[config.mk]
export PLATFORM = sky130hd
export DESIGN_NAME = cam_top
export DESIGN_NICKNAME = d
export VERILOG_FILES = /design/src/cam_pkg.sv /design/src/cam_core_flags.sv /design/src/cam_top.sv
export VERILOG_INCLUDE_DIRS = /design/src /design/src/src
export SDC_FILE = /design/constraint.sdc
export NUM_CORES = 1
export LEC_CHECK = 0
export ABC_AREA = 1
export BUFFER_PORTS_ARGS = -buffer_cell sky130_fd_sc_hd__buf_4
export CAP_MARGIN = 20
export CORE_AREA = 3 3 143 145
export DETAILED_ROUTE_END_ITERATION = 10
export DIE_AREA = 0 0 146 148
export PLACE_DENSITY = 0.57
export SKIP_LAST_GASP = 1
export SLEW_MARGIN = 30
export SYNTH_ARGS = -nofsm -noshare
export SYNTH_HDL_FRONTEND = slang
export SYNTH_SLANG_ARGS = --single-unit
[constraint.sdc]
create_clock -name sys_clk_in -period 4.1 [get_ports sys_clk_in]
set_clock_uncertainty 0.1 [all_clocks]
set_input_delay 0.205 -clock sys_clk_in [delete_from_list [all_inputs] [get_ports sys_clk_in]]
set_output_delay 0.205 -clock sys_clk_in [all_outputs]
set_load 0.005 [all_outputs]
[src/cam_defines.svh]
// Offsets, field positions, reset values and bus codes of the check activity monitor
`ifndef CAM_DEFINES_SVH
`define CAM_DEFINES_SVH

// ****************************************************************
// Register map (byte addresses)
// ****************************************************************
`define CAM_ADDR_W          8
`define CAM_OFS_FLAGS       8'h00
`define CAM_OFS_CHAN_EN     8'h04
`define CAM_OFS_IRQ_STATUS  8'h08
`define CAM_OFS_IRQ_MASK    8'h0C

// ****************************************************************
// Field layout of the flag register
// ****************************************************************
`define CAM_CORE0_MSB       31
`define CAM_CORE1_MSB       23
`define CAM_CORE2_MSB       15
`define CAM_CORE3_MSB       7
`define CAM_CHANS           8
`define CAM_CORES           4

// Implemented sequencer cores, one bit per core, bit 0 is core 0
`define CAM_CORE_IMPL       4'hF

// ****************************************************************
// Reset values
// ****************************************************************
`define CAM_FLAGS_RESET     32'h0000_0000
`define CAM_CHAN_EN_RESET   32'hFFFF_FFFF
`define CAM_IRQ_STAT_RESET  4'h0
`define CAM_IRQ_MASK_RESET  4'h0

// ****************************************************************
// AXI response codes
// ****************************************************************
`define CAM_RESP_OKAY       2'h0
`define CAM_RESP_SLVERR     2'h2

`endif

[src/cam_pkg.sv]
// Types shared by the check activity monitor files
package cam_pkg;

  typedef logic [7:0]  cam_chan_t;
  typedef logic [31:0] cam_word_t;
  typedef logic [3:0]  cam_core_t;
  typedef logic [1:0]  cam_resp_t;

endpackage : cam_pkg

[src/cam_core_flags.sv]
// Eight sticky check activity flags of one sequencer core
`timescale 1ns/1ps
module cam_core_flags #(
  parameter bit IMPL = 1'b1
) (
  input  wire logic             sys_clk_in,
  input  wire logic             rst_b_in,
  input  wire cam_pkg::cam_chan_t check_in,
  input  wire cam_pkg::cam_chan_t chan_en_in,
  input  wire cam_pkg::cam_chan_t clear_in,
  output cam_pkg::cam_chan_t    flags_out,
  output logic                  new_out
);

  cam_pkg::cam_chan_t flags_reg;
  cam_pkg::cam_chan_t flags_next;
  cam_pkg::cam_chan_t check_fld;

  // Channel 0 sits in the top bit of the field
  always_comb begin
    check_fld = 8'h00;
    for (int i = 0; i < 8; i++) begin
      check_fld[7 - i] = check_in[i];
    end
  end

  // Set wins over a clear in the same cycle; unused or absent channels hold zero
  assign flags_next = {8{IMPL}} & chan_en_in & (check_fld | (flags_reg & ~clear_in));

  // A flag that goes from clear to set is a new event
  assign new_out = |(flags_next & ~flags_reg);

  // Flag storage
  always_ff @(posedge sys_clk_in or negedge rst_b_in) begin
    if (!rst_b_in) begin
      flags_reg <= 8'h00;
    end else begin
      flags_reg <= flags_next;
    end
  end

  assign flags_out = flags_reg;

endmodule : cam_core_flags

[src/cam_top.sv]
// Check activity monitor: sticky flags for four sequencer cores behind AXI4-Lite
//
// Summary of operation
// - Core 0 owns bits 31..24, channel 0 top
// - Core 1 owns bits 23..16, channel 0 top
// - Core 2 owns bits 15..8, channel 0 top
// - Core 3 owns bits 7..0, channel 0 top
// - Writing one clears a flag; zero keeps
// - Reading flags never changes them
// - Absent cores and unused channels read zero
//
// Chosen here: register access over AXI4-Lite and the register offsets.
`timescale 1ns/1ps
`include "cam_defines.svh"
module cam_top (
  input  wire logic                     sys_clk_in,
  input  wire logic                     rst_b_in,
  // Check events, bit i is channel i, one-cycle pulse or level
  input  wire cam_pkg::cam_chan_t       sequencer_core_0_check_in,
  input  wire cam_pkg::cam_chan_t       sequencer_core_1_check_in,
  input  wire cam_pkg::cam_chan_t       sequencer_core_2_check_in,
  input  wire cam_pkg::cam_chan_t       sequencer_core_3_check_in,
  // AXI4-Lite write address
  input  wire logic                     s_axi_awvalid_in,
  output logic                          s_axi_awready_out,
  input  wire logic [`CAM_ADDR_W-1:0]   s_axi_awaddr_in,
  input  wire logic [2:0]               s_axi_awprot_in,
  // AXI4-Lite write data
  input  wire logic                     s_axi_wvalid_in,
  output logic                          s_axi_wready_out,
  input  wire cam_pkg::cam_word_t       s_axi_wdata_in,
  input  wire logic [3:0]               s_axi_wstrb_in,
  // AXI4-Lite write response
  output logic                          s_axi_bvalid_out,
  input  wire logic                     s_axi_bready_in,
  output cam_pkg::cam_resp_t            s_axi_bresp_out,
  // AXI4-Lite read address
  input  wire logic                     s_axi_arvalid_in,
  output logic                          s_axi_arready_out,
  input  wire logic [`CAM_ADDR_W-1:0]   s_axi_araddr_in,
  input  wire logic [2:0]               s_axi_arprot_in,
  // AXI4-Lite read data
  output logic                          s_axi_rvalid_out,
  input  wire logic                     s_axi_rready_in,
  output cam_pkg::cam_word_t            s_axi_rdata_out,
  output cam_pkg::cam_resp_t            s_axi_rresp_out,
  // Level interrupt
  output logic                          irq_out
);

  // ****************************************************************
  // Declarations
  // ****************************************************************
  // Write channel holding registers
  logic                     aw_hold_reg;
  logic [`CAM_ADDR_W-1:0]   aw_addr_reg;
  logic                     w_hold_reg;
  cam_pkg::cam_word_t       w_data_reg;
  logic [3:0]               w_strb_reg;
  logic                     bvalid_reg;
  cam_pkg::cam_resp_t       bresp_reg;
  // Read channel registers
  logic                     rvalid_reg;
  cam_pkg::cam_word_t       rdata_reg;
  cam_pkg::cam_resp_t       rresp_reg;
  // Software registers
  cam_pkg::cam_word_t       chan_en_reg;
  cam_pkg::cam_word_t       chan_en_next;
  cam_pkg::cam_core_t       irq_stat_reg;
  cam_pkg::cam_core_t       irq_stat_next;
  cam_pkg::cam_core_t       irq_mask_reg;
  cam_pkg::cam_core_t       irq_mask_next;
  // Handshake and decode wires
  logic                     aw_take;
  logic                     w_take;
  logic                     ar_take;
  logic                     wr_fire;
  logic                     wr_sel_flags;
  logic                     wr_sel_chan_en;
  logic                     wr_sel_irq_stat;
  logic                     wr_sel_irq_mask;
  logic                     wr_hit;
  logic                     rd_sel_flags;
  logic                     rd_sel_chan_en;
  logic                     rd_sel_irq_stat;
  logic                     rd_sel_irq_mask;
  logic                     rd_hit;
  logic                     rd_clr_irq;
  cam_pkg::cam_word_t       wr_mask;
  cam_pkg::cam_word_t       flag_clear;
  cam_pkg::cam_word_t       flags_all;
  cam_pkg::cam_word_t       rd_word;
  cam_pkg::cam_core_t       core_new;

  // ****************************************************************
  // Named constants
  // ****************************************************************
  // Macro literals cannot be bit-selected, so they are given a width here
  localparam logic [`CAM_ADDR_W-1:0] OFS_FLAGS      = `CAM_OFS_FLAGS;
  localparam logic [`CAM_ADDR_W-1:0] OFS_CHAN_EN    = `CAM_OFS_CHAN_EN;
  localparam logic [`CAM_ADDR_W-1:0] OFS_IRQ_STATUS = `CAM_OFS_IRQ_STATUS;
  localparam logic [`CAM_ADDR_W-1:0] OFS_IRQ_MASK   = `CAM_OFS_IRQ_MASK;
  localparam logic [`CAM_CORES-1:0]  CORE_IMPL      = `CAM_CORE_IMPL;

  // ****************************************************************
  // Write address and data acceptance
  // ****************************************************************
  // Each channel is taken once and held until the response is sent
  assign s_axi_awready_out = ~aw_hold_reg & ~bvalid_reg;
  assign s_axi_wready_out  = ~w_hold_reg & ~bvalid_reg;
  assign aw_take           = s_axi_awvalid_in & s_axi_awready_out;
  assign w_take            = s_axi_wvalid_in & s_axi_wready_out;

  // The write acts once both halves are held
  assign wr_fire = aw_hold_reg & w_hold_reg & ~bvalid_reg;

  // Address holding register
  always_ff @(posedge sys_clk_in or negedge rst_b_in) begin
    if (!rst_b_in) begin
      aw_hold_reg <= 1'b0;
      aw_addr_reg <= 8'h00;
    end else if (aw_take) begin
      aw_hold_reg <= 1'b1;
      aw_addr_reg <= s_axi_awaddr_in;
    end else if (wr_fire) begin
      aw_hold_reg <= 1'b0;
    end
  end

  // Data holding register
  always_ff @(posedge sys_clk_in or negedge rst_b_in) begin
    if (!rst_b_in) begin
      w_hold_reg <= 1'b0;
      w_data_reg <= 32'h0000_0000;
      w_strb_reg <= 4'h0;
    end else if (w_take) begin
      w_hold_reg <= 1'b1;
      w_data_reg <= s_axi_wdata_in;
      w_strb_reg <= s_axi_wstrb_in;
    end else if (wr_fire) begin
      w_hold_reg <= 1'b0;
    end
  end

  // ****************************************************************
  // Write decode
  // ****************************************************************
  // Word decode ignores the two byte bits
  assign wr_sel_flags    = aw_addr_reg[`CAM_ADDR_W-1:2] == OFS_FLAGS[`CAM_ADDR_W-1:2];
  assign wr_sel_chan_en  = aw_addr_reg[`CAM_ADDR_W-1:2] == OFS_CHAN_EN[`CAM_ADDR_W-1:2];
  assign wr_sel_irq_stat = aw_addr_reg[`CAM_ADDR_W-1:2] == OFS_IRQ_STATUS[`CAM_ADDR_W-1:2];
  assign wr_sel_irq_mask = aw_addr_reg[`CAM_ADDR_W-1:2] == OFS_IRQ_MASK[`CAM_ADDR_W-1:2];
  assign wr_hit          = wr_sel_flags | wr_sel_chan_en | wr_sel_irq_stat | wr_sel_irq_mask;

  // Byte strobes widened to a bit mask
  assign wr_mask = {{8{w_strb_reg[3]}}, {8{w_strb_reg[2]}}, {8{w_strb_reg[1]}}, {8{w_strb_reg[0]}}};

  // Ones written to the flag word clear those flags only
  assign flag_clear = (wr_fire & wr_sel_flags) ? (w_data_reg & wr_mask) : 32'h0000_0000;

  // Channel enable and interrupt mask take the written bytes
  assign chan_en_next  = (wr_fire & wr_sel_chan_en) ?
                         ((chan_en_reg & ~wr_mask) | (w_data_reg & wr_mask)) : chan_en_reg;
  assign irq_mask_next = (wr_fire & wr_sel_irq_mask & w_strb_reg[0]) ?
                         w_data_reg[`CAM_CORES-1:0] : irq_mask_reg;

  // ****************************************************************
  // Write response
  // ****************************************************************
  // Unmapped addresses are answered with a slave error and change nothing
  always_ff @(posedge sys_clk_in or negedge rst_b_in) begin
    if (!rst_b_in) begin
      bvalid_reg <= 1'b0;
      bresp_reg  <= `CAM_RESP_OKAY;
    end else if (wr_fire) begin
      bvalid_reg <= 1'b1;
      bresp_reg  <= wr_hit ? `CAM_RESP_OKAY : `CAM_RESP_SLVERR;
    end else if (s_axi_bready_in) begin
      bvalid_reg <= 1'b0;
    end
  end

  assign s_axi_bvalid_out = bvalid_reg;
  assign s_axi_bresp_out  = bresp_reg;

  // ****************************************************************
  // Control registers
  // ****************************************************************
  // Channel enable and interrupt mask storage
  always_ff @(posedge sys_clk_in or negedge rst_b_in) begin
    if (!rst_b_in) begin
      chan_en_reg  <= `CAM_CHAN_EN_RESET;
      irq_mask_reg <= `CAM_IRQ_MASK_RESET;
    end else begin
      chan_en_reg  <= chan_en_next;
      irq_mask_reg <= irq_mask_next;
    end
  end

  // ****************************************************************
  // Activity flag groups
  // ****************************************************************
  // Sequencer core 0 flags
  cam_core_flags #(
    .IMPL (CORE_IMPL[0])
  ) u_core0 (
    .sys_clk_in (sys_clk_in),
    .rst_b_in   (rst_b_in),
    .check_in   (sequencer_core_0_check_in),
    .chan_en_in (chan_en_reg[`CAM_CORE0_MSB -: `CAM_CHANS]),
    .clear_in   (flag_clear[`CAM_CORE0_MSB -: `CAM_CHANS]),
    .flags_out  (flags_all[`CAM_CORE0_MSB -: `CAM_CHANS]),
    .new_out    (core_new[0])
  );

  // Sequencer core 1 flags
  cam_core_flags #(
    .IMPL (CORE_IMPL[1])
  ) u_core1 (
    .sys_clk_in (sys_clk_in),
    .rst_b_in   (rst_b_in),
    .check_in   (sequencer_core_1_check_in),
    .chan_en_in (chan_en_reg[`CAM_CORE1_MSB -: `CAM_CHANS]),
    .clear_in   (flag_clear[`CAM_CORE1_MSB -: `CAM_CHANS]),
    .flags_out  (flags_all[`CAM_CORE1_MSB -: `CAM_CHANS]),
    .new_out    (core_new[1])
  );

  // Sequencer core 2 flags
  cam_core_flags #(
    .IMPL (CORE_IMPL[2])
  ) u_core2 (
    .sys_clk_in (sys_clk_in),
    .rst_b_in   (rst_b_in),
    .check_in   (sequencer_core_2_check_in),
    .chan_en_in (chan_en_reg[`CAM_CORE2_MSB -: `CAM_CHANS]),
    .clear_in   (flag_clear[`CAM_CORE2_MSB -: `CAM_CHANS]),
    .flags_out  (flags_all[`CAM_CORE2_MSB -: `CAM_CHANS]),
    .new_out    (core_new[2])
  );

  // Sequencer core 3 flags
  cam_core_flags #(
    .IMPL (CORE_IMPL[3])
  ) u_core3 (
    .sys_clk_in (sys_clk_in),
    .rst_b_in   (rst_b_in),
    .check_in   (sequencer_core_3_check_in),
    .chan_en_in (chan_en_reg[`CAM_CORE3_MSB -: `CAM_CHANS]),
    .clear_in   (flag_clear[`CAM_CORE3_MSB -: `CAM_CHANS]),
    .flags_out  (flags_all[`CAM_CORE3_MSB -: `CAM_CHANS]),
    .new_out    (core_new[3])
  );

  // ****************************************************************
  // Read path
  // ****************************************************************
  // Only one read is open at a time
  assign s_axi_arready_out = ~rvalid_reg;
  assign ar_take           = s_axi_arvalid_in & s_axi_arready_out;

  // Read decode
  assign rd_sel_flags    = s_axi_araddr_in[`CAM_ADDR_W-1:2] == OFS_FLAGS[`CAM_ADDR_W-1:2];
  assign rd_sel_chan_en  = s_axi_araddr_in[`CAM_ADDR_W-1:2] == OFS_CHAN_EN[`CAM_ADDR_W-1:2];
  assign rd_sel_irq_stat = s_axi_araddr_in[`CAM_ADDR_W-1:2] == OFS_IRQ_STATUS[`CAM_ADDR_W-1:2];
  assign rd_sel_irq_mask = s_axi_araddr_in[`CAM_ADDR_W-1:2] == OFS_IRQ_MASK[`CAM_ADDR_W-1:2];
  assign rd_hit          = rd_sel_flags | rd_sel_chan_en | rd_sel_irq_stat | rd_sel_irq_mask;

  // Read data select; the flag word is only sampled, never cleared here
  assign rd_word = rd_sel_flags    ? flags_all :
                   rd_sel_chan_en  ? chan_en_reg :
                   rd_sel_irq_stat ? {28'h000_0000, irq_stat_reg} :
                   rd_sel_irq_mask ? {28'h000_0000, irq_mask_reg} :
                   32'h0000_0000;

  // Read data register, held until rready
  always_ff @(posedge sys_clk_in or negedge rst_b_in) begin
    if (!rst_b_in) begin
      rvalid_reg <= 1'b0;
      rdata_reg  <= 32'h0000_0000;
      rresp_reg  <= `CAM_RESP_OKAY;
    end else if (ar_take) begin
      rvalid_reg <= 1'b1;
      rdata_reg  <= rd_word;
      rresp_reg  <= rd_hit ? `CAM_RESP_OKAY : `CAM_RESP_SLVERR;
    end else if (s_axi_rready_in) begin
      rvalid_reg <= 1'b0;
    end
  end

  assign s_axi_rvalid_out = rvalid_reg;
  assign s_axi_rdata_out  = rdata_reg;
  assign s_axi_rresp_out  = rresp_reg;

  // ****************************************************************
  // Interrupt status and output
  // ****************************************************************
  // A read of the status word clears it; a new event in that cycle survives
  assign rd_clr_irq    = ar_take & rd_sel_irq_stat;
  assign irq_stat_next = core_new | (rd_clr_irq ? 4'h0 : irq_stat_reg);

  // Per-core sticky event bits
  always_ff @(posedge sys_clk_in or negedge rst_b_in) begin
    if (!rst_b_in) begin
      irq_stat_reg <= `CAM_IRQ_STAT_RESET;
    end else begin
      irq_stat_reg <= irq_stat_next;
    end
  end

  // Level interrupt while any unmasked event is pending
  assign irq_out = |(irq_stat_reg & irq_mask_reg);

endmodule : cam_top

---- Yosys cells after proc, flatten, opt, wreduce, memory -nomap -nowiden ----
Index checks and enable logic that the tools add are counted.
cells by class
  multiply operators ...................... 0
  shift operators ......................... 0
  order comparisons ....................... 0
  add/subtract/negate cells ............... 0
  muxes and demuxes ....................... 15
  reductions and logical operators ........ 11
  bitwise operators ....................... 52
  equality and inequality tests ........... 6
  divide/modulo/power cells ............... 0
operators with widths
  cell                count
  $and 8x8->8         12
  $mux 32             3
  $and 32x32->32      2
  $not 8->8           8
  $not 32->32         1
  $or 32x32->32       1
  $or 8x8->8          4
  $reduce_or 8->1     4
  $eq 6x2->1 const B  4
  $and 1x1->1         12
  $eq 6x1->1 const B  2
  $logic_not 6->1     2
  $mux 4              3
  $reduce_bool 2->1   4
  $mux 1              7
  $or 1x1->1          6
  $and 4x4->4         1
  $mux 2              2
  $not 1->1           4
  $or 4x4->4          1
  $reduce_or 4->1     1
storage, ports and cells
  memories kept ........................... 0
  bits in read-only memories .............. 0
  RAM bits ................................ 0
  bits in latches ......................... 0
  word-level logic and storage cells ...... 101
  input port bits ......................... 97
  flip-flop bits (word level) ............. 156
  output and inout port bits .............. 42

---- Logic depth before layout (Yosys ltp) ----
Gate-level depths: netlist of run 1.
  depth in word-level cells ............... 11
  gate-level depth with buffers ........... 8
  mapped depth without buffers ............ 7

---- By module ----
Synthesis of run 1 repeated with hierarchy kept, for this count alone.
unflattened totals
  cells, all modules ...................... 927
  area, all modules ....................... 7,551.0 sq um
modules (own cells, without submodules)
  module          seq. area each (sq um)  instances  cells an instance  area each (sq um)
  cam_top         3,042.9                 1          663                5,584.1
  cam_core_flags  200.2                   4          66                 491.7

---- Worst setup path after synthesis of run 1 ----
OpenSTA, ideal clock, no wires.
  path kind ............................... flip-flop to flip-flop
  start point ............................. reg bvalid_reg (netlist: s_axi_bvalid_out)
  end point ............................... reg u_core1.flags_reg[5] (netlist: u_core1.flags_out[5])
  library setup time ...................... 120 ps
  slack ................................... 2,686 ps
  cell stages (with the launch flop) ...... 9
  data arrival time ....................... 1,194 ps
  clock period less this slack ............ 1,414 ps
  path buffers ............................ 2
  data required time ...................... 3,880 ps
  cells stage by stage .................... dfrtp_1 > inv_2 > nand3_2 > nor2_4 > buf_12 > buf_4 > nand3_1 > nand2_1 > a21oi_1
on the way
  longest elaborated chain between the ends .. 8
ends and longest elaborated chain
  item                       RTL line              source
  from (decl)                cam_top.sv:60         logic bvalid_reg;
  from (signal assigned)     cam_top.sv:173        bvalid_reg <= 1'b0;
  from (signal assigned)     cam_top.sv:176        bvalid_reg <= 1'b1;
  from (signal assigned)     cam_top.sv:179        bvalid_reg <= 1'b0;
  $not 1->1                  cam_top.sv:115        assign wr_fire = aw_hold_reg & w_hold_reg & ~bvalid_reg;
  $and 1x1->1                cam_top.sv:115
  $and 1x1->1                cam_top.sv:159        assign flag_clear = (wr_fire & wr_sel_flags) ? (w_data_reg & wr_mask) : 32'h0000_0000;
  $mux 32                    cam_top.sv:159
  $not 8->8                  cam_core_flags.sv:28  assign flags_next = {8{IMPL}} & chan_en_in & (check_fld | (flags_reg & ~clear_in));
  $and 8x8->8                cam_core_flags.sv:28
  $or 8x8->8                 cam_core_flags.sv:28
  $and 8x8->8                cam_core_flags.sv:28
  via u_core1.flags_next[5]  cam_core_flags.sv:16  cam_pkg::cam_chan_t flags_next;
  to (signal assigned)       cam_core_flags.sv:38  flags_reg <= flags_next;
  to (decl)                  cam_core_flags.sv:15  cam_pkg::cam_chan_t flags_reg;
The timed path passes the listed nets, and every way through them passes these cells.
A chain may end at the register's enable or synchronous reset.

==> metrics.txt, run 1 <==
share of cells above drive strength 1=between 20% and 30%; Flop pwr share=between 40 and 50%; initial detailed-routing violation count=~350; Top Family by Delay on Critical Path=simple AND/OR/NAND/NOR gates; LEAKAGE=a little under 5 nW; crit path time final=between 2 and 2.5 ns; Synth Register Bits=approximately 150; arrival time worst endpoint=between 2 and 3 ns; DRC Markers=0; Fmax=432 MHz; die width=around 150 microns; clk_lat worst skew=about 0.42 ns; Req. time, crit path=approximately 4.3 ns; most frequent cells in the layout=219 x nand2_1, 169 x inv_1, 131 x buf_4; Die Y=~150 microns; Hold Vio Cnt, Final=0; RSZ-0062 raised after global routing=false; num ports=139; largest net degree at the start of global routing=80; vias in the first global route=about 6.3k; fraction of registers with async set/reset=100%; via count=around 6k; post-synthesis compound-gate area fraction=a little under an eighth; sw frac=around 33%; Startpoint Class=flip-flop; gr usage total=between 15 and 20%; GRT overflow=0; Clk pin slew, worst setup/hold paths=roughly 0.060 ns; crit path max fanout=27; Hold Slack=0.0533 ns; die area=21600 sq um; crit path buf inv count=2; sequential-to-total area share from yosys stat=52.6%; Crit-path slowest cell=nor2_4; post-route clock period utilization=a little under three fifths; clock sinks=~150; initial antenna violation count=0; Area Growth Syn to Fin=34.8%; Avg WL per Cell=approximately 14 microns; cell breakdown of the critical path=inv_2 -> nand3_2 -> nor2_4 -> buf_4 -> nand3_4 -> nand2_1 -> o21ai_2; Post-Route WL=~19000 microns; library cells used by synthesis=32; first-pass GRT wire length=~32000 microns; Clock Tree Root=clkbuf_16; Syn Area/Cell=roughly 8.3 sq um; Antenna Cells=0; dpl hpwl=12200 microns; post-synthesis instance total=slightly below 900; CP endpoint kind=flip-flop; cell total after placement=around 1.2k; core region area=between 15000 and 20000 sq um; via-per-instance ratio=4.56; Comb power frac=26.5%; largest family of logic cells by synthesized area=simple AND/OR/NAND/NOR gates; Final GP Congestion=slightly below 0.8; Core Rows=51; PortBufs=about 130; Psw=roughly 1.9 mW; CP peak stage delay=about 0.69 ns; Main synth FF type=dfrtp_1; Nets=~1.2k; EDFF count, synth=0; Hold Crit Class=in -> reg; clock power share=30.9%; status=completed; Initial Util=about 38%; Adder-Cell Fraction of Synth Area=0%; Antenna Nets Post-Route=0; max-cap viol count=0; Max Slew Vio Count=0; H-tree depth=4; CTS max path bufs=2; R2R Setup Slk=about 1.8 ns; Power Internal=between 3 and 4 mW; most common cell after layout, fill and taps aside=nand2_1; CTS tree=done; Post-Layout Cell Count=between 1k and 1.5k; fin util=50.9%; crit path kind=reg -> reg; # Post-CTS Setup Buffers=0; Worst-Margin Slew=0.836 ns; 1st-pass router iterations=5; Pwr per Cell Area=569 nW/um^2; yosys warns=0; post-synthesis simple-gate area fraction=about 23%; setup_tns=0 ns; peak supply drop=roughly 0.32 mV; XOR/XNOR share of the synthesized area=0%; Post-Syn Area=approximately 7300 sq um; CTS Buf Count=17; headroom to the max-slew limit=between 40 and 50%; final setup vio count=0; mux contribution to synthesized area=between 1 and 1.5%
==> stage by stage <==
stage / setup slack [ns] / area, sq um / power (mW)
finish: 1.78 / 9840 / 5.60
CTS: 1.74 / 9840 / 5.66
global route: 1.58 / 9840 / 5.99
detailed placement: 1.58 / 8430 / 3.85
global placement: 1.61 / 8430 / 3.82
floorplan: 2.69 / 7310 / 3.37
==> path summary, 6_finish.rpt <==
| path | start | to | cells after the start |
|---|---|---|---|
| hold / removal | s_axi_araddr_in[4] | s_axi_rresp_out[1]$_DFFE_PN0P_ | 3 |
| setup reg to reg | s_axi_bvalid_out$_DFFE_PN0P_ | flip-flop | 7 |
| max in group asynchronous | rst_b_in | async pin | 3 |
| min in group asynchronous | rst_b_in | s_axi_rdata_out[29]$_DFFE_PN0P_ | 2 |
| setup / recovery | s_axi_bvalid_out$_DFFE_PN0P_ | flip-flop | 7 |
| hold reg to reg | s_axi_rdata_out[2]$_DFFE_PN0P_ | s_axi_rdata_out[2]$_DFFE_PN0P_ | 2 |
==> Yosys cell counts, types with 5 or more instances <==
master    count  area share (%)
nand3_1      65             4.5
buf_6         5            0.77
o21ai_2      24             2.9
o22ai_1      28             2.4
nand2_1     220              11
o21ai_0       9            0.62
nor2_1       51             2.6
buf_2        16             1.1
clkbuf_1     10            0.51
o21ai_1       5            0.34
nand2_2       7            0.60
dfstp_2      32              12
mux2_2        9             1.4
dfrtp_1     120              41
inv_1       169             8.7
a21oi_1      62             4.2
nand4_1      14             1.2
==> per-layer routing <==
metal / track usage, % / wire [microns]
met4: 5.97 / 326
met5: 0 / 0
met3: 3.56 / 758
met1: 24.9 / 9290
met2: 30.3 / 8850
==> area by class of cell <==
type                    instances  area [sq um]
clock inverters                11           196
repair buffers                210          1790
fillers                      1884          9490
clock buffers                  21           450
flip-flops and latches        152          3840
multi-input cells             524          2600
well taps                     265           332
inverters                     170           638
==> what timing repair did <==
item,in CTS,in global routing
resized for setup,0,0
hold buffers,77,0
endpoints found under the hold margin,140,0
==> power groups by stage <==
| stage | registers [mW] | clock network, mW | logic, mW |
|---|---|---|---|
| 2_1_floorplan | 2.27 | 0 | 1.10 |
| 3_3_place_gp | 2.40 | 0 | 1.41 |
| 3_5_place_dp | 2.41 | 0 | 1.44 |
| 4_1_cts | 2.39 | 1.77 | 1.50 |
| 5_1_grt | 2.46 | 1.83 | 1.71 |
| 6_report | 2.39 | 1.73 | 1.48 |
==> kinds of logic (layout without fill, tap and decap cells) <==
family | count (synthesis) | after routing
and+or+nand+nor | 376 | 376
buffers and inverters | 208 | 412
DFF | 152 | 152
AOI/OAI and AO/OA | 137 | 137
muxes | 9 | 9
other | 1 | 2
==> tightest hold or removal path: cells and delay by family <==
kind | cells | cell delay, ns
AOI/OAI and AO/OA | 1 | 0.16
buffers and inverters | 1 | 0.09
and+or+nand+nor | 1 | 0.07
(Power assumes the default switching activity.)
==> run 2, diff against run 1 <==
Settings changed: ABC_AREA 1 to 0, CORE_AREA 3 3 143 145 to 3 3 135 137, DIE_AREA 0 0 146 148 to 0 0 138 140, PLACE_DENSITY 0.57 to 0.58.
Clock period 4.1 ns to 2.2 ns, I/O delays scaled along.
==> run 2 against run 1 <==
  * Worst hold slack better by 0.045 ns
  * Wire length is 13% lower
  * First-iteration DRC count is 44% lower
  * Via count is 18% lower
  * Core utilization is 2.9 points higher
  * Critical path depth is 1 lower
  * Clock power is 72% higher
  * Design area is 6.1% lower
  * Count of clock-buffer cells in the layout stayed put
  * Synthesized cell count is 38% lower
  * Largest cell class unchanged
  * Sequential share of layout area is 2.5 points higher
  * Register-to-register slack worse by 1.7 ns
==> metrics.txt, run 2 <==
core region area=17200 sq um (-11%); 1st-pass router iterations=6 (+1); RSZ-0062 raised after global routing=true; Post-DP Area=7850 sq um (-6.8%); crit path time final=2.11 ns (-0.208 ns); crit path kind=reg -> reg; library cells used by synthesis=41 (+28%); post-synth top area cell=dfrtp_1; Post-Syn Area=6490 sq um (-11%); fraction of registers with async set/reset=100% (unchanged); final setup vio count=0 (unchanged); Post-Layout Cell Count=1009 (-25%); most numerous cell in the Yosys netlist=dfrtp_1; post-synthesis instance total=551 (-38%); headroom to the max-slew limit=62.1% (+18 points); Syn Area/Cell=11.8 sq um (+43%); cell breakdown of the critical path=or4_1 -> nor4b_2 -> buf_4 -> nand2_1 -> buf_12 -> mux2_2; gr usage total=17.9% (-0.55 points); via count=5041 (-18%); Main synth FF type=dfrtp_1; Max Slew Vio Count=0 (unchanged); Area Growth Syn to Fin=42.3%; Final Cell Area=9240 sq um (-6.1%); sequential-to-total area share from yosys stat=59.2% (+6.5 points); Hold Crit Class=in -> reg; share of cells above drive strength 1=38.5% (+16 points); LEAKAGE=4.34 nW (-12%); largest net degree at the start of global routing=55 (-31%); CP peak stage delay=0.62 ns (-0.07 ns); cell total after placement=900 (-28%); Clock Tree Root=clkbuf_16; Post-Route WL=16800 microns (-13%); EDFF count, synth=0 (unchanged); status=completed; H-tree depth=4 (unchanged); most common cell after layout, fill and taps aside=buf_4; arrival time worst endpoint=2.35 ns (-0.21 ns); synth cell count leaders=120 x dfrtp_1, 88 x nand2_1, 80 x mux2_2; Core Rows=48 (-5.9%); clk_lat worst skew=0.42 ns (about the same); CTS Buf Count=17 (unchanged); crit path max fanout=8 (-70%); Nets=868 (-26%); Antenna Cells=0 (unchanged); CP endpoint kind=flip-flop; die area=19300 sq um (-11%); pre-CTS setup slack=-0.0112 ns (-1.59 ns); yosys warns=0 (unchanged); Antenna Nets Post-Route=0 (unchanged); Final GP Congestion=0.800 (+0.74%); post-route clock period utilization=95.8% (+39 points); Synth area leaders=dfrtp_1 46%, mux2_2 14%, dfstp_2 13%; CTS max path bufs=2 (unchanged); fill count=1544 (-18%); Hold Vio Cnt, Final=0 (unchanged); PortBufs=126 (unchanged); Initial Util=37.8% (+0.041 points); Pwr per Cell Area=999 nW/um^2 (+76%); peak supply drop=0.759 mV (+140%); most frequent cells in the layout=140 x buf_4, 120 x dfrtp_1, 86 x nand2_1; Crit-path slowest cell=or4_1; via-per-instance ratio=5.00 (+9.6%); Synth Register Bits=152 (unchanged); Final WS setup=0.0917 ns (-1.69 ns); die width=138 microns (-5.5%); Yosys top cell area share=46.2% (+5.1 points); Startpoint Class=flip-flop; dpl hpwl=11100 microns (-8.9%); first-pass GRT wire length=27500 microns (-14%); num ports=139 (unchanged); Req. time, crit path=2.44 ns (-1.90 ns); Worst-Margin Slew=0.568 ns (-0.268 ns); Fmax=474 MHz (+9.9%); clock sinks=152 (unchanged); fin util=53.8% (+2.9 points); GRT overflow=0 (unchanged); Avg WL per Cell=16.6 microns (+17%); initial antenna violation count=0 (unchanged); Die Y=140 microns (-5.4%); DRC Markers=0 (unchanged); CTS tree=done; vias in the first global route=5291 (-16%); Clk pin slew, worst setup/hold paths=0.06 ns (about the same); max-cap viol count=0 (unchanged); initial detailed-routing violation count=193 (-44%)
-- run 2: changes by cell type after synthesis, sizes merged, moves of 8 or more --
cell	delta
clkbuf	+8
nand4	-13
a21oi	-54
buf	-23
a22oi	+30
nand2	-139
nor2	-47
mux2	+71
nand3	-66
o22ai	-17
a31oi	+31
inv	-131
-- run 2: metrics by stage --
step	hold WS (ns)	total power, mW	TNS, ns
final	0.0982	9.23	0
after global routing	0.102	9.76	-0.105
after CTS	0.0813	9.34	-0.0779
after detailed placement	0.0124	6.19	-0.0231
after global placement	0.00959	6.08	0
after floorplan	-0.286	5.40	0
-- run 2: path summary, 6_finish.rpt --
kind	startpoint	to	slack, ns	cells after the start
max	aw_addr_reg[5]$_DFFE_PN0P_	flip-flop	0.09	6
min in group asynchronous	rst_b_in	s_axi_rdata_out[4]$_DFFE_PN0P_	0.12	2
max reg2reg	aw_addr_reg[5]$_DFFE_PN0P_	flip-flop	0.09	6
min reg2reg	u_core2.flags_out[6]$_DFF_PN0_	s_axi_rdata_out[14]$_DFFE_PN0P_	0.37	2
max in group asynchronous	rst_b_in	async pin	1.15	3
min	s_axi_arvalid_in	irq_stat_reg[3]$_DFF_PN0_	0.1	4
-- run 2: cell type report --
class / count / area [sq um] / area share (%)
clock inverter: 11 / 148 / 1.60
timing repair buffer: 223 / 1930 / 20.9
tap: 225 / 282 / 3.05
multi-input combinational: 338 / 2430 / 26.3
clock buffer: 21 / 460 / 4.98
sequential: 152 / 3840 / 41.6
inverter: 39 / 146 / 1.58
-- run 2: cells by family after synthesis --
logic type             share of synthesized area, %
AOI/OAI and AO/OA                              12.4
and+or+nand+nor                                10.0
buffers and inverters                          3.87
other                                        0.0577
DFF                                            59.2
muxes                                          14.5
-- run 2: routing by layer --
metal  global-route usage (%)  vias up  wire [microns]
met3                     3.65       24             647
met4                     7.23        0             342
met2                     29.7      125            8220
met5                        0        -               0
li1                         -     2399               -
met1                     23.1     2493            7540
-- run 2: power by group --
part | internal [mW] | switching, mW | leakage [nW]
sequential | 3.70 | 0.633 | 1.88
clock | 1.84 | 1.14 | 0.285
combinational | 1.14 | 0.781 | 2.18
total | 6.68 | 2.55 | 4.34
-- run 2: what timing repair did --
action / 4_1_cts / 5_1_grt
hold endpoints to repair: 130 / 0
setup buffers: 0 / 0
gates resized for setup: 1 / 3
endpoints found under the setup margin: 14 / 44
hold buffers: 77 / 0
pin swaps: 0 / 0
-- run 2: critical path: cells and delay by family, from the launching register on --
kind,cells,cell delay [ns]
buffers and inverters,2,0.34
and+or+nand+nor,3,0.95
muxes,1,0.27
DFF,1,0.37
==> run 3, diff against run 2 <==
Settings changed: CAP_MARGIN 20 to not set, CORE_AREA 3 3 135 137 to 3 3 114 116, DIE_AREA 0 0 138 140 to 0 0 117 119, PLACE_DENSITY 0.58 to 0.77, REMOVE_ABC_BUFFERS set to 1.
==> run 3 against run 2 <==
  * The run now ends with setup timing left
  * Clock power grew 6%
  * Via count grew 4.1%
  * First-iteration DRC count grew to 2.6 times the previous value
  * Count of clock-buffer cells in the layout grew 3
  * Non-clock buffer count grew 1
  * Final cell count shrank 7.7%
  * Critical path depth shrank 1
  * Sequential share of layout area grew 0.41 points
  * Sequential cell count is the same
  * Core utilization grew 22 points
  * Critical path type unchanged
  * Largest power group unchanged
  * Highest routed layer unchanged
==> metrics.txt, run 3 (same netlist as run 2, synthesis figures left out) <==
DRC Markers=0 (unchanged); crit path time final=2.27 ns (+0.157 ns); Final WS setup=-0.0655 ns (-0.157 ns); M1 wire length=6950 microns (-7.8%); initial detailed-routing violation count=497 (+160%); 1st-pass router iterations=5 (-1); Worst-Margin Slew=0.663 ns (+0.0953 ns); cell total after placement=823 (-8.6%); CTS max path bufs=2 (unchanged); area occupied by multi-input gates=2420 sq um (-0.21%); failing checks=setup timing; top layer in use=met4; Antenna Cells=0 (unchanged); setup_tns=-0.436 ns (-0.436 ns); Antenna Nets Post-Route=0 (unchanged); gr usage total=25.3% (+7.4 points); Fmax=441 MHz (-6.9%); most common cell after layout, fill and taps aside=buf_4; final setup vio count=15 (+15); core region area=12000 sq um (-30%); Post-DP Area=7720 sq um (-1.6%); dpl hpwl=10400 microns (-6.2%); pre-CTS setup slack=-0.0384 ns (-0.0272 ns); Clk pin slew, worst setup/hold paths=0.06 ns (about the same); CTS Buf Count=17 (unchanged); status=finished, violations left; Area Growth Syn to Fin=40.9%; Hold Vio Cnt, Final=0 (unchanged); Req. time, crit path=2.44 ns (about the same); fin util=76.2% (+22 points); first-pass GRT wire length=27100 microns (-1.6%); fill count=729 (-53%); Core Rows=40 (-17%); met2 wire len=8600 microns (+4.5%); reg2reg path depth=5 (-1); Nets=869 (+0.12%); most frequent cells in the layout=144 x buf_4, 120 x dfrtp_1, 87 x nand2_1; Final GP Congestion=0.856 (+7.0%); total power=9.48 mW (+2.6%); crit path kind=reg -> reg; H-tree depth=4 (unchanged); Pwr per Cell Area=1040 nW/um^2 (+3.7%); clock sinks=152 (unchanged); Post-Route WL=16600 microns (-0.77%); crit path max fanout=8 (unchanged); CP endpoint kind=flip-flop; via count=5248 (+4.1%); Hold Slack=0.0855 ns (-0.0127 ns); peak supply drop=0.928 mV (+22%); via-per-instance ratio=5.64 (+13%); Avg WL per Cell=17.9 microns (+7.5%); Hold Crit Class=in -> reg; share of cells above drive strength 1=38.5% (unchanged); headroom to the max-slew limit=55.8% (-6.4 points); FF/Latch Area=3840 sq um (unchanged); num ports=139 (unchanged); GRT overflow=0 (unchanged); largest net degree at the start of global routing=74 (+35%); Max Slew Vio Count=0 (unchanged); die width=117 microns (-15%); Post-Layout Cell Count=931 (-7.7%); Clock Tree Root=clkbuf_16; Startpoint Class=flip-flop; Die Y=119 microns (-15%); post-route clock period utilization=103% (+7.1 points); Initial Util=54.1% (+16 points); # Post-CTS Setup Buffers=0 (unchanged); arrival time worst endpoint=2.51 ns (+0.16 ns); CTS tree=done; Final Cell Area=9150 sq um (-0.97%); LEAKAGE=4.36 nW (+0.49%); die area=13900 sq um (-28%); clk_lat worst skew=0.42 ns (about the same); RSZ-0062 raised after global routing=true; PortBufs=126 (unchanged); met3 wire len=715 microns (+11%); max-cap viol count=0 (unchanged); Worst Hold Depth=4 (unchanged); vias in the first global route=5384 (+1.8%); initial antenna violation count=0 (unchanged)
-- run 3: worst paths after layout --
kind / start / slack (ns) / to
min in group asynchronous: rst_b_in / 0.17 / s_axi_rdata_out[29]$_DFFE_PN0P_
worst min register to register: w_data_reg[16]$_DFFE_PN0P_ / 0.37 / u_core1.flags_out[0]$_DFF_PN0_
worst min-delay path: s_axi_araddr_in[3] / 0.09 / s_axi_rdata_out[3]$_DFFE_PN0P_
worst max-delay path: aw_addr_reg[5]$_DFFE_PN0P_ / -0.07 / flip-flop
max in group asynchronous: rst_b_in / 1.09 / async pin
worst max register to register: aw_addr_reg[5]$_DFFE_PN0P_ / -0.07 / flip-flop
-- run 3: layout make-up --
cell class | count | share of cell area [%]
Tap cell | 147 | 2.01
Sequential cell | 152 | 42.0
Multi-Input combinational cell | 338 | 26.5
Timing Repair Buffer | 224 | 20.8
Clock inverter | 7 | 1.52
Inverter | 39 | 1.60
Clock buffer | 24 | 5.59
-- run 3: timing repair --
item,CTS,global route
endpoints found under the setup margin,28,42
gates resized for setup,2,0
hold buffers,77,0
hold endpoints to repair,129,0
pin swaps,0,0
-- run 3: power breakdown --
group | leakage [nW] | internal, mW | total (mW) | switching [mW]
clock | 0.322 | 2.07 | 3.17 | 1.10
combinational | 2.16 | 1.15 | 1.95 | 0.806
sequential | 1.88 | 3.70 | 4.35 | 0.652
-- run 3: metal layers --
metal / up-vias / track usage [%]
li1: 2402 / -
met1: 2632 / 32.8
met2: 185 / 41.9
met3: 29 / 5.49
met4: 0 / 8.60
met5: - / 0
-- run 3: critical path: stages (launching register included) --
cell	delay, ns
dfrtp_1	0.37
or4_1	0.60
nor4b_2	0.29
buf_4	0.19
nand2_1	0.26
mux2_2	0.38
